### src/cwg_pkg.sv
`default_nettype none

package cwg_pkg;

  // output behaviour selector, three-bit field
  typedef enum logic [2:0] {
    MODE_STEER_ASYNC = 3'h0,
    MODE_STEER_SYNC  = 3'h1,
    MODE_FB_FWD      = 3'h2,
    MODE_FB_REV      = 3'h3,
    MODE_HALF_BRIDGE = 3'h4,
    MODE_PUSH_PULL   = 3'h5
  } mode_t;

  // widths of the fields
  localparam int DB_WIDTH  = 6;
  localparam int SEL_WIDTH = 4;
  localparam int SRC_COUNT = 16;

  // reset values
  localparam logic [3:0]          QUAD_RESET   = 4'h0;
  localparam logic [DB_WIDTH-1:0] DB_CNT_RESET = 6'h00;

  // the four drives, one bit each
  typedef struct packed {
    logic d;
    logic c;
    logic b;
    logic a;
  } quad_t;

  // software control fields, carried as one bundle
  typedef struct packed {
    logic                  enable;
    mode_t                 mode;
    logic [3:0]            invert;
    logic [3:0]            steerEnable;
    logic [3:0]            steerHold;
    logic [SEL_WIDTH-1:0]  srcSelect;
    logic                  dbClkSel;
    logic [DB_WIDTH-1:0]   riseCount;
    logic [DB_WIDTH-1:0]   fallCount;
  } ctrl_t;

  // override request from the shutdown logic
  typedef struct packed {
    logic       active;
    logic [3:0] level;
  } shutdown_t;

  // all state of the waveform core
  typedef struct packed {
    logic       dataPrev;
    logic       ppNext;
    logic       ppCur;
    logic [3:0] strActive;
    logic       dirRev;
    logic       fbDbRun;
    quad_t      drive;
    logic       oscRun;
  } main_state_t;

  // all state of one dead-band counter
  typedef struct packed {
    logic [DB_WIDTH-1:0] count;
  } timer_state_t;

  localparam main_state_t  MAIN_RESET  = '0;
  localparam timer_state_t TIMER_RESET = '0;

endpackage : cwg_pkg

`default_nettype wire

### src/cwg_output_modes.sv
// Operation
// - three-bit field picks one of six behaviours
// - half-bridge: A true, B inverse, dead band
// - half-bridge: C, D same, own polarity
// - push-pull: pulses alternate A/B, no dead band
// - sequencer resets when disabled or shut down
// - first pulse after reset goes to A
// - push-pull: C follows A, D follows B
// - steering: unsteered outputs hold fixed level
// - polarity applies only to steered outputs
// - steer bits wait for rising edge in sync mode only, hold levels immediate
// - sync steering applies at next rising edge
// - async steering applies right after write
// - no dead band in steering modes
// - forward: A active, D modulated, B/C inactive
// - reverse: C active, B modulated, A/D inactive
// - direction may change while enabled
// - direction change waits for rising edge
// - statics swap, new output waits dead band
// - full-bridge dead band only on direction change
// - one bit selects dead-band clock source
// - four-bit field selects data source
// - enabling starts with all drives cleared
// - per-output polarity, overrides never inverted
// - two 6-bit dead-band counters
// - shutdown forces override levels in every mode
`timescale 1ns/10ps
`default_nettype none

module cwg_output_modes (
  // clock and reset
  input  wire logic                          clk,
  input  wire logic                          sys_rst,
  // software control fields
  input  wire cwg_pkg::ctrl_t                ctrl,
  // shutdown override from the auto-shutdown logic
  input  wire cwg_pkg::shutdown_t            shutdown,
  // candidate data sources and the fast oscillator tick
  input  wire logic [cwg_pkg::SRC_COUNT-1:0] sources,
  input  wire logic                          fastOscTick,
  // drives to the power switches
  output var  cwg_pkg::quad_t                drive,
  // keeps the fast oscillator running through sleep
  output logic                               oscKeepRun
);

  cwg_pkg::main_state_t st_reg;
  cwg_pkg::main_state_t st_next;

  logic        data;
  logic        rise;
  logic        fbMode;
  logic        wantRev;
  logic        dirChange;
  logic        dirNow;
  logic        ppSelB;
  logic [3:0]  strNow;
  logic        riseHold;
  logic        fallHold;
  logic        riseDone;
  logic        fallDone;
  logic        dbTick;
  logic        dbDone;
  cwg_pkg::quad_t raw;

  // full-bridge decode is needed by the core and by the checks
  function automatic logic isFullBridge(input cwg_pkg::mode_t m);
    isFullBridge = (m == cwg_pkg::MODE_FB_FWD) || (m == cwg_pkg::MODE_FB_REV);
  endfunction : isFullBridge

  // active level per output, set invert bit means active low
  function automatic cwg_pkg::quad_t applyPol(input cwg_pkg::quad_t r,
                                              input logic [3:0] inv);
    applyPol = r ^ inv;
  endfunction : applyPol

  // source choice and edge detect on the chosen data
  assign data   = sources[ctrl.srcSelect];
  assign rise   = data && !st_reg.dataPrev;
  assign dbTick = ctrl.dbClkSel ? fastOscTick : 1'b1;

  // direction decode; change only at a rising data edge
  assign fbMode    = isFullBridge(ctrl.mode);
  assign wantRev   = (ctrl.mode == cwg_pkg::MODE_FB_REV);
  assign dirChange = fbMode && rise && (wantRev != st_reg.dirRev);
  assign dirNow    = dirChange ? wantRev : st_reg.dirRev;

  // sync steering holds the old choice until the next rising edge
  assign strNow = ((ctrl.mode == cwg_pkg::MODE_STEER_SYNC) && !rise)
                  ? st_reg.strActive : ctrl.steerEnable;

  // push-pull slot chosen at the rising edge, kept for the pulse
  assign ppSelB = rise ? st_reg.ppNext : st_reg.ppCur;

  // counters serve half-bridge edges or the full-bridge direction gap
  always_comb begin
    riseHold = 1'b0;
    fallHold = 1'b0;
    if (ctrl.mode == cwg_pkg::MODE_HALF_BRIDGE) begin
      riseHold = data;
      fallHold = !data;
    end else if (fbMode) begin
      riseHold = st_reg.fbDbRun && st_reg.dirRev;
      fallHold = st_reg.fbDbRun && !st_reg.dirRev;
    end
  end

  assign dbDone = st_reg.dirRev ? riseDone : fallDone;

  deadband_timer u_rise_timer (
    .clk     (clk),
    .sys_rst (sys_rst),
    .hold    (riseHold),
    .tick    (dbTick),
    .limit   (ctrl.riseCount),
    .done    (riseDone)
  );

  deadband_timer u_fall_timer (
    .clk     (clk),
    .sys_rst (sys_rst),
    .hold    (fallHold),
    .tick    (dbTick),
    .limit   (ctrl.fallCount),
    .done    (fallDone)
  );

  // next state of the whole core
  always_comb begin
    st_next          = st_reg;
    raw              = cwg_pkg::QUAD_RESET;
    st_next.dataPrev = data;
    st_next.oscRun   = ctrl.dbClkSel && ctrl.enable;
    st_next.fbDbRun  = fbMode && (dirChange || (st_reg.fbDbRun && !dbDone));
    st_next.dirRev   = fbMode ? dirNow : wantRev;
    st_next.strActive = strNow;
    if (rise && (ctrl.mode == cwg_pkg::MODE_PUSH_PULL)) begin
      st_next.ppCur  = st_reg.ppNext;
      st_next.ppNext = !st_reg.ppNext;
    end
    case (ctrl.mode)
      cwg_pkg::MODE_HALF_BRIDGE: begin
        raw.a = data && riseDone;
        raw.b = !data && fallDone;
        raw.c = raw.a;
        raw.d = raw.b;
        st_next.drive = applyPol(raw, ctrl.invert);
      end
      cwg_pkg::MODE_PUSH_PULL: begin
        raw.a = data && !ppSelB;
        raw.b = data && ppSelB;
        raw.c = raw.a;
        raw.d = raw.b;
        st_next.drive = applyPol(raw, ctrl.invert);
      end
      cwg_pkg::MODE_STEER_ASYNC,
      cwg_pkg::MODE_STEER_SYNC: begin
        // no dead band here; the data goes straight out
        for (int i = 0; i < 4; i++) begin
          st_next.drive[i] = strNow[i] ? (data ^ ctrl.invert[i])
                                       : ctrl.steerHold[i];
        end
      end
      cwg_pkg::MODE_FB_FWD,
      cwg_pkg::MODE_FB_REV: begin
        // statics swap at once, the new modulated leg waits
        raw.a = !dirNow;
        raw.c = dirNow;
        raw.d = !dirNow && data && !st_next.fbDbRun;
        raw.b = dirNow && data && !st_next.fbDbRun;
        st_next.drive = applyPol(raw, ctrl.invert);
      end
      default: begin
        // unassigned codes idle at the inactive level
        st_next.drive = applyPol(cwg_pkg::QUAD_RESET, ctrl.invert);
      end
    endcase
    // shutdown outranks every mode, levels are not inverted
    if (shutdown.active) begin
      st_next.drive   = shutdown.level;
      st_next.ppNext  = 1'b0;
      st_next.ppCur   = 1'b0;
      st_next.fbDbRun = 1'b0;
    end
    // a disabled module sits with every drive cleared
    if (!ctrl.enable) begin
      st_next          = cwg_pkg::MAIN_RESET;
      st_next.dataPrev = data;
      st_next.dirRev   = wantRev;
    end
  end

  always_ff @(posedge clk) begin
    if (sys_rst) begin
      st_reg <= cwg_pkg::MAIN_RESET;
    end else begin
      st_reg <= st_next;
    end
  end

  assign drive      = st_reg.drive;
  assign oscKeepRun = st_reg.oscRun;
endmodule : cwg_output_modes

`default_nettype wire

### src/deadband_timer.sv
`timescale 1ns/10ps
`default_nettype none

module deadband_timer (
  // clock and reset
  input  wire logic                         clk,
  input  wire logic                         sys_rst,
  // request and timing
  input  wire logic                         hold,
  input  wire logic                         tick,
  input  wire logic [cwg_pkg::DB_WIDTH-1:0] limit,
  // result
  output logic                              done
);

  cwg_pkg::timer_state_t st_reg;
  cwg_pkg::timer_state_t st_next;

  // counts dead-band clock periods from zero while the request holds
  always_comb begin
    st_next = st_reg;
    if (!hold) begin
      st_next.count = cwg_pkg::DB_CNT_RESET; // a dropped request restarts the interval
    end else if (tick && (st_reg.count < limit)) begin
      st_next.count = st_reg.count + 6'h01;
    end
  end

  // a zero limit gives no dead band, except one clock on a full-bridge direction change
  assign done = hold && (st_reg.count >= limit);

  always_ff @(posedge clk) begin
    if (sys_rst) begin
      st_reg <= cwg_pkg::TIMER_RESET;
    end else begin
      st_reg <= st_next;
    end
  end

endmodule : deadband_timer

`default_nettype wire

### config.mk
export PLATFORM = sky130hd
export DESIGN_NAME = cwg_output_modes
export DESIGN_NICKNAME = d
export VERILOG_FILES = /design/src/cwg_pkg.sv /design/src/cwg_output_modes.sv /design/src/deadband_timer.sv
export SDC_FILE = /design/constraint.sdc
export NUM_CORES = 1
export LEC_CHECK = 0
export BUFFER_PORTS_ARGS = -buffer_cell sky130_fd_sc_hd__buf_2
export CORE_ASPECT_RATIO = 0.9
export CORE_UTILIZATION = 52
export CTS_CLUSTER_SIZE = 16
export DETAILED_ROUTE_END_ITERATION = 16
export PLACE_DENSITY = 0.8
export SETUP_SLACK_MARGIN = 0.05
export SLEW_MARGIN = 20
export SYNTH_ARGS = -nofsm -noshare
export SYNTH_HDL_FRONTEND = slang
export SYNTH_SLANG_ARGS = --single-unit
### constraint.sdc
create_clock -name clk -period 4.01 [get_ports clk]
set_input_delay 0.802 -clock clk [delete_from_list [all_inputs] [get_ports clk]]
set_output_delay 0.802 -clock clk [all_outputs]
set_load 0.01 [all_outputs]
Word level (Yosys, flattened, before mapping)
Cells that the tools add are included.

Register bits after elaboration: 26. Input port bits: 57. Output and inout bits: 5. Word-level logic and storage cells: 95.

Add/subtract/negate cells: 2. Order comparisons: 5. Equal/unequal tests: 6. Muxes and demuxes: 19. Bitwise logic cells: 10. Reductions and logical operators: 40.

Operators with widths (count): 1-bit logical AND (22); 4-bit case mux with 4 select lines (1); 1-bit two-way mux (14); 6-bit by 1-bit adder with 6-bit output, second input constant (2); 6-bit greater-or-equal comparator (2); 6-bit less-than comparator (2); 4-bit bitwise XOR (3); 2-bit OR reduction (5); 1-bit zero test (9); 7-bit two-way mux (1); 3-bit by 2-bit equality test with 1-bit output, second input constant (2); 3-bit equality test, second input constant (2); 4-bit by 5-bit less-than comparator with 1-bit output, second input constant (1); 5-bit two-way mux (1); 1-bit binary-select mux with 4-bit select (1); 4-bit two-way mux (1); 1-bit bitwise XOR (4); 3-bit by 1-bit equality test with 1-bit output, second input constant (1); 3-bit zero test (1); 1-bit inverter (3); 3-bit OR reduction (1); 1-bit logical OR (2); 1-bit != test (1).

Longest topological paths before layout
Depth in word-level cells: 16. Depth in mapped cells: 10. Depth with buffers taken out: 10.

Modules after synthesis
Synthesis repeated with hierarchy kept, for this count alone.

Cells, all modules: 257. Area, all modules: 2210.9 sq um.

By module, submodules not included: cwg_output_modes (times used 1, cells each 141, area an instance 1237.4 sq um, seq. area each 280.3 sq um); deadband_timer (times used 2, cells each 58, area an instance 486.7 sq um, seq. area each 120.1 sq um).

Least setup slack after synthesis
OpenSTA, ideal clock, no wires.

Kind: input port to flip-flop. Start point: input ctrl[13] in the netlist's numbering. End point: register st_reg (netlist bit drive[0]). Library setup time: 136 ps. Data arrival time: 2943 ps. Data required time: 3874 ps. Path slack: 931 ps. Cell stages on the path: 10. Path buffers: 2. Cell sequence: buf_6 mux4_2 nor2_1 or4_1 buf_2 a21oi_1 mux2i_1 nor2_1 nor4_1 a221oi_2.

Word-level cells in the longest chain between the ends: 10. Elaborated cells between the ends (all ways): 23. Classes of those cells: mux: 9; bitwise: 4; reduce/logical: 10.

RTL lines: from (decl) (RTL line cwg_output_modes.sv:35) `input wire cwg_pkg::ctrl_t ctrl,`; 1-bit binary-select mux with 4-bit select * (RTL line cwg_output_modes.sv:78) `assign data = sources[ctrl.srcSelect];`; 1-bit two-way mux (not written as such) * (RTL line cwg_output_modes.sv:78); 1-bit logical AND (RTL line cwg_output_modes.sv:79) `assign rise = data && !st_reg.dataPrev;`; 1-bit logical AND (2 in series) (RTL line cwg_output_modes.sv:85) `assign dirChange = fbMode && rise && (wantRev != st_reg.dirRev);`; 1-bit two-way mux (RTL line cwg_output_modes.sv:86) `assign dirNow = dirChange ? wantRev : st_reg.dirRev;`; 1-bit zero test (RTL line cwg_output_modes.sv:167) `raw.a = !dirNow;`; 4-bit bitwise XOR (RTL line cwg_output_modes.sv:74) `applyPol = r ^ inv;`; 4-bit case mux with 4 select lines * (RTL line cwg_output_modes.sv:141) `case (ctrl.mode)`; 5-bit two-way mux * (RTL line cwg_output_modes.sv:179) `if (shutdown.active) begin`; to (signal assigned) (RTL line cwg_output_modes.sv:195) `st_reg <= cwg_pkg::MAIN_RESET;`; to (signal assigned) (RTL line cwg_output_modes.sv:197) `st_reg <= st_next;`; to (decl) (RTL line cwg_output_modes.sv:47) `cwg_pkg::main_state_t st_reg;`.

Mark *: on every way between the ends. The rest lies on a longest branch, timed or not. The select of a mux whose other input is x is not followed. A chain may end at the register's enable or synchronous reset.

Worst setup path after layout
Ends and elaborated chain as after synthesis.

==> metrics.csv <==
metric,value,unit
synthXorXnorAreaFrac,5.799,%
coreArea,0.003810,mm^2
skew,0.003243,ns
rsz0062_at_grt,false,
critical_path_peak_fanout,9,
worstPathRequired,4.16,ns
syn_inst,258,
port_buffers,61,
synthesis.area,0.002115,mm^2
layout_commonest_cell,buf_2,
cts-resized-gates,0,
dr.pass1.iters,4,
htree_levels,1,
yosysUniqueCellTypes,52,
setup_viol,0,
synth_compound_area_share,14.08,%
grt.total_usage,22.16,%
synth_top_family_by_area,simple AND/OR/NAND/NOR gates,
holdWs,0.4976,ns
initial_core_util,55.50,%
ant_nets,0,
multi_input_area,0.001411,mm^2
slew_violations,0,
drtIter0Drc,105,
ioPinCount,62,
wirelength,4.610,mm
hold_path_class,reg -> reg,
timing.final.crit_period,3.225,ns
via_per_inst,5.643,
chipHeight,62.50,um
fmax,310.0,MHz
crit_type,in -> reg,
fillCellCount,322,
wl_per_cell,12.95,um
max_slew_margin,52.76,%
place_area,0.002359,mm^2
drive_gt1_share,26.77,%
worstPathArrival,3.38,ns
ir_worst_vdd,0.0001921,V
dp_hpwl,3.734,mm
cts_root_buf,clkbuf_8,
worst_setup_path_start_kind,input port,
seq_area_frac_synth,24.62,%
cts_sinks,26,
drc,0,
overflow,0,
hold_violations,0,
ys_warn_count,0,
synth_nets,329,
path_clk_slew,0.09,ns
postSynthAreaPerCell,8.196,um^2
grt_max_degree,16,
largest_reg_flops,9,
routabilityCongestion,0.8494,
final_util,63.78,%
r2r-end,drive[3]$_SDFF_PP0_,
stdcell_area,0.002430,mm^2
fin_tns_setup,0,ns
async_reset_ff_share,0,%
final_cells,356,
r2r_slack,1.58,ns
endpoint,drive[0]$_SDFF_PP0_,
post-route-period-util,80.43,%
power_density,258.0,mW/mm^2
muxShareOfSynthArea,12.31,%
synth_ff_type,dfxtp_1,
syn2layout_area_growth,14.91,%
synth_adder_area_share,8.284,%
regToRegStartpoint,u_fall_timer.st_reg[3]$_SDFFE_PP0P_,
nets,382,
yosys.area_share.simple,26.27,%
final_cell_mix,"buf_2, nor2_1, dfxtp_1, a21oi_1",
antenna_found_initial,0,
cts-buffers-inserted,3,
grt_pass1_wl,7.997,mm
cp-startpoint,ctrl[13],
outcome,finished clean,
antennaDiodeCount,0,
synth-seq-cells,26,
cts_tree,built,
die-area,0.004326,mm^2
p_leak,0.001087,uW
cts_buffer_depth,2,
max-cap-violations,0,
clk_latency,0.27,ns
grt_pass1_vias,1856,
num_rows,21,
synth_edf_count,0,
cts_setup_buffers,0,
placed_cells,352,
seqCellArea,520.5,um^2
cp-end-kind,register,
tightest_slew,0.6889,ns
ctsHoldBuffers,0,
r2r_cells,9,
die_x,69.22,um
num_vias,2009,
==> worst min path at each step <==
stage                                              from                                   to  slack, ns  cells past startpoint
floorplan           u_fall_timer.st_reg[5]$_SDFFE_PP0P_  u_fall_timer.st_reg[5]$_SDFFE_PP0P_       0.46                      2
global placement    u_fall_timer.st_reg[5]$_SDFFE_PP0P_  u_fall_timer.st_reg[5]$_SDFFE_PP0P_       0.48                      2
detailed placement  u_rise_timer.st_reg[5]$_SDFFE_PP0P_  u_rise_timer.st_reg[5]$_SDFFE_PP0P_       0.49                      2
CTS                 u_rise_timer.st_reg[5]$_SDFFE_PP0P_  u_rise_timer.st_reg[5]$_SDFFE_PP0P_       0.50                      2
global route        u_rise_timer.st_reg[5]$_SDFFE_PP0P_  u_rise_timer.st_reg[5]$_SDFFE_PP0P_       0.55                      2
finish              u_rise_timer.st_reg[5]$_SDFFE_PP0P_  u_rise_timer.st_reg[5]$_SDFFE_PP0P_       0.50                      2
==> metrics by stage <==
step	total power, uW	setup slack [ns]
6_report	626.9	0.7847
5_1_grt	658.6	0.6777
4_1_cts	630.7	0.8364
3_5_place_dp	412.5	0.5448
3_3_place_gp	408.7	0.6570
2_1_floorplan	371.0	0.9308
==> critical path: stages <==
cell and delay (ns):
buf_2 0.16, mux4_2 0.35, nor2_1 0.05, or4_1 0.61, a21oi_1 0.23, mux2i_1 0.63, nor2_1 0.12, nor4_1 0.34
a221oi_2 0.09
==> layout make-up <==
cell class,count,share of cell area [%]
multi-input combinational,202,58.08
clock inverter,1,1.236
inverter,17,2.626
sequential,26,21.42
timing repair buffer,61,12.56
clock buffer,3,1.699
tap,46,2.369
==> routing by layer <==
metal	up-vias	wire, um	global-route usage, %
met2	66	2316	39.68
met3	4	271	3.871
met1	912	1990	27.52
met4	0	31	5.102
met5	-	0	0
li1	1027	-	-
==> cells by family (layout without fill, tap and decap cells) <==
group | Yosys count | after routing
AOI/OAI and AO/OA | 45 | 45
xor gates and xnor gates | 14 | 14
adders and majority gates | 14 | 14
buffers and inverters | 30 | 82
DFF | 26 | 26
muxes | 24 | 24
and+or+nand+nor | 105 | 105
==> synth_stat cells, types with 3 or more instances <==
cell	instances	area, um^2
and3_1	3	18.77
nand3_1	7	35.03
dfxtp_1	26	520.5
a211oi_1	3	22.52
nor2_1	31	116.4
nor4_1	6	37.54
clkbuf_8	4	55.05
nand2b_1	7	43.79
mux2_2	5	56.30
mux2i_1	17	170.2
inv_1	17	63.81
nor2b_1	6	37.54
nor3_1	3	15.01
ha_1	14	175.2
xnor2_1	4	35.03
xor2_1	10	87.58
nand3b_1	3	22.52
nand4_1	9	56.30
a21oi_1	18	90.09
nand2_1	14	52.55
buf_4	4	30.03
o21ai_0	9	45.04
or3_1	3	18.77
==> power by group <==
part	total (uW)	internal, uW	switching [uW]	leakage [uW]
combinational	139	65.7	73.0	0.000840
clock	219	134	85.3	0.0000357
sequential	269	265	4.46	0.000211
total	627	464	163	0.00109
No activity file was read; power rests on OpenSTA's default activity.
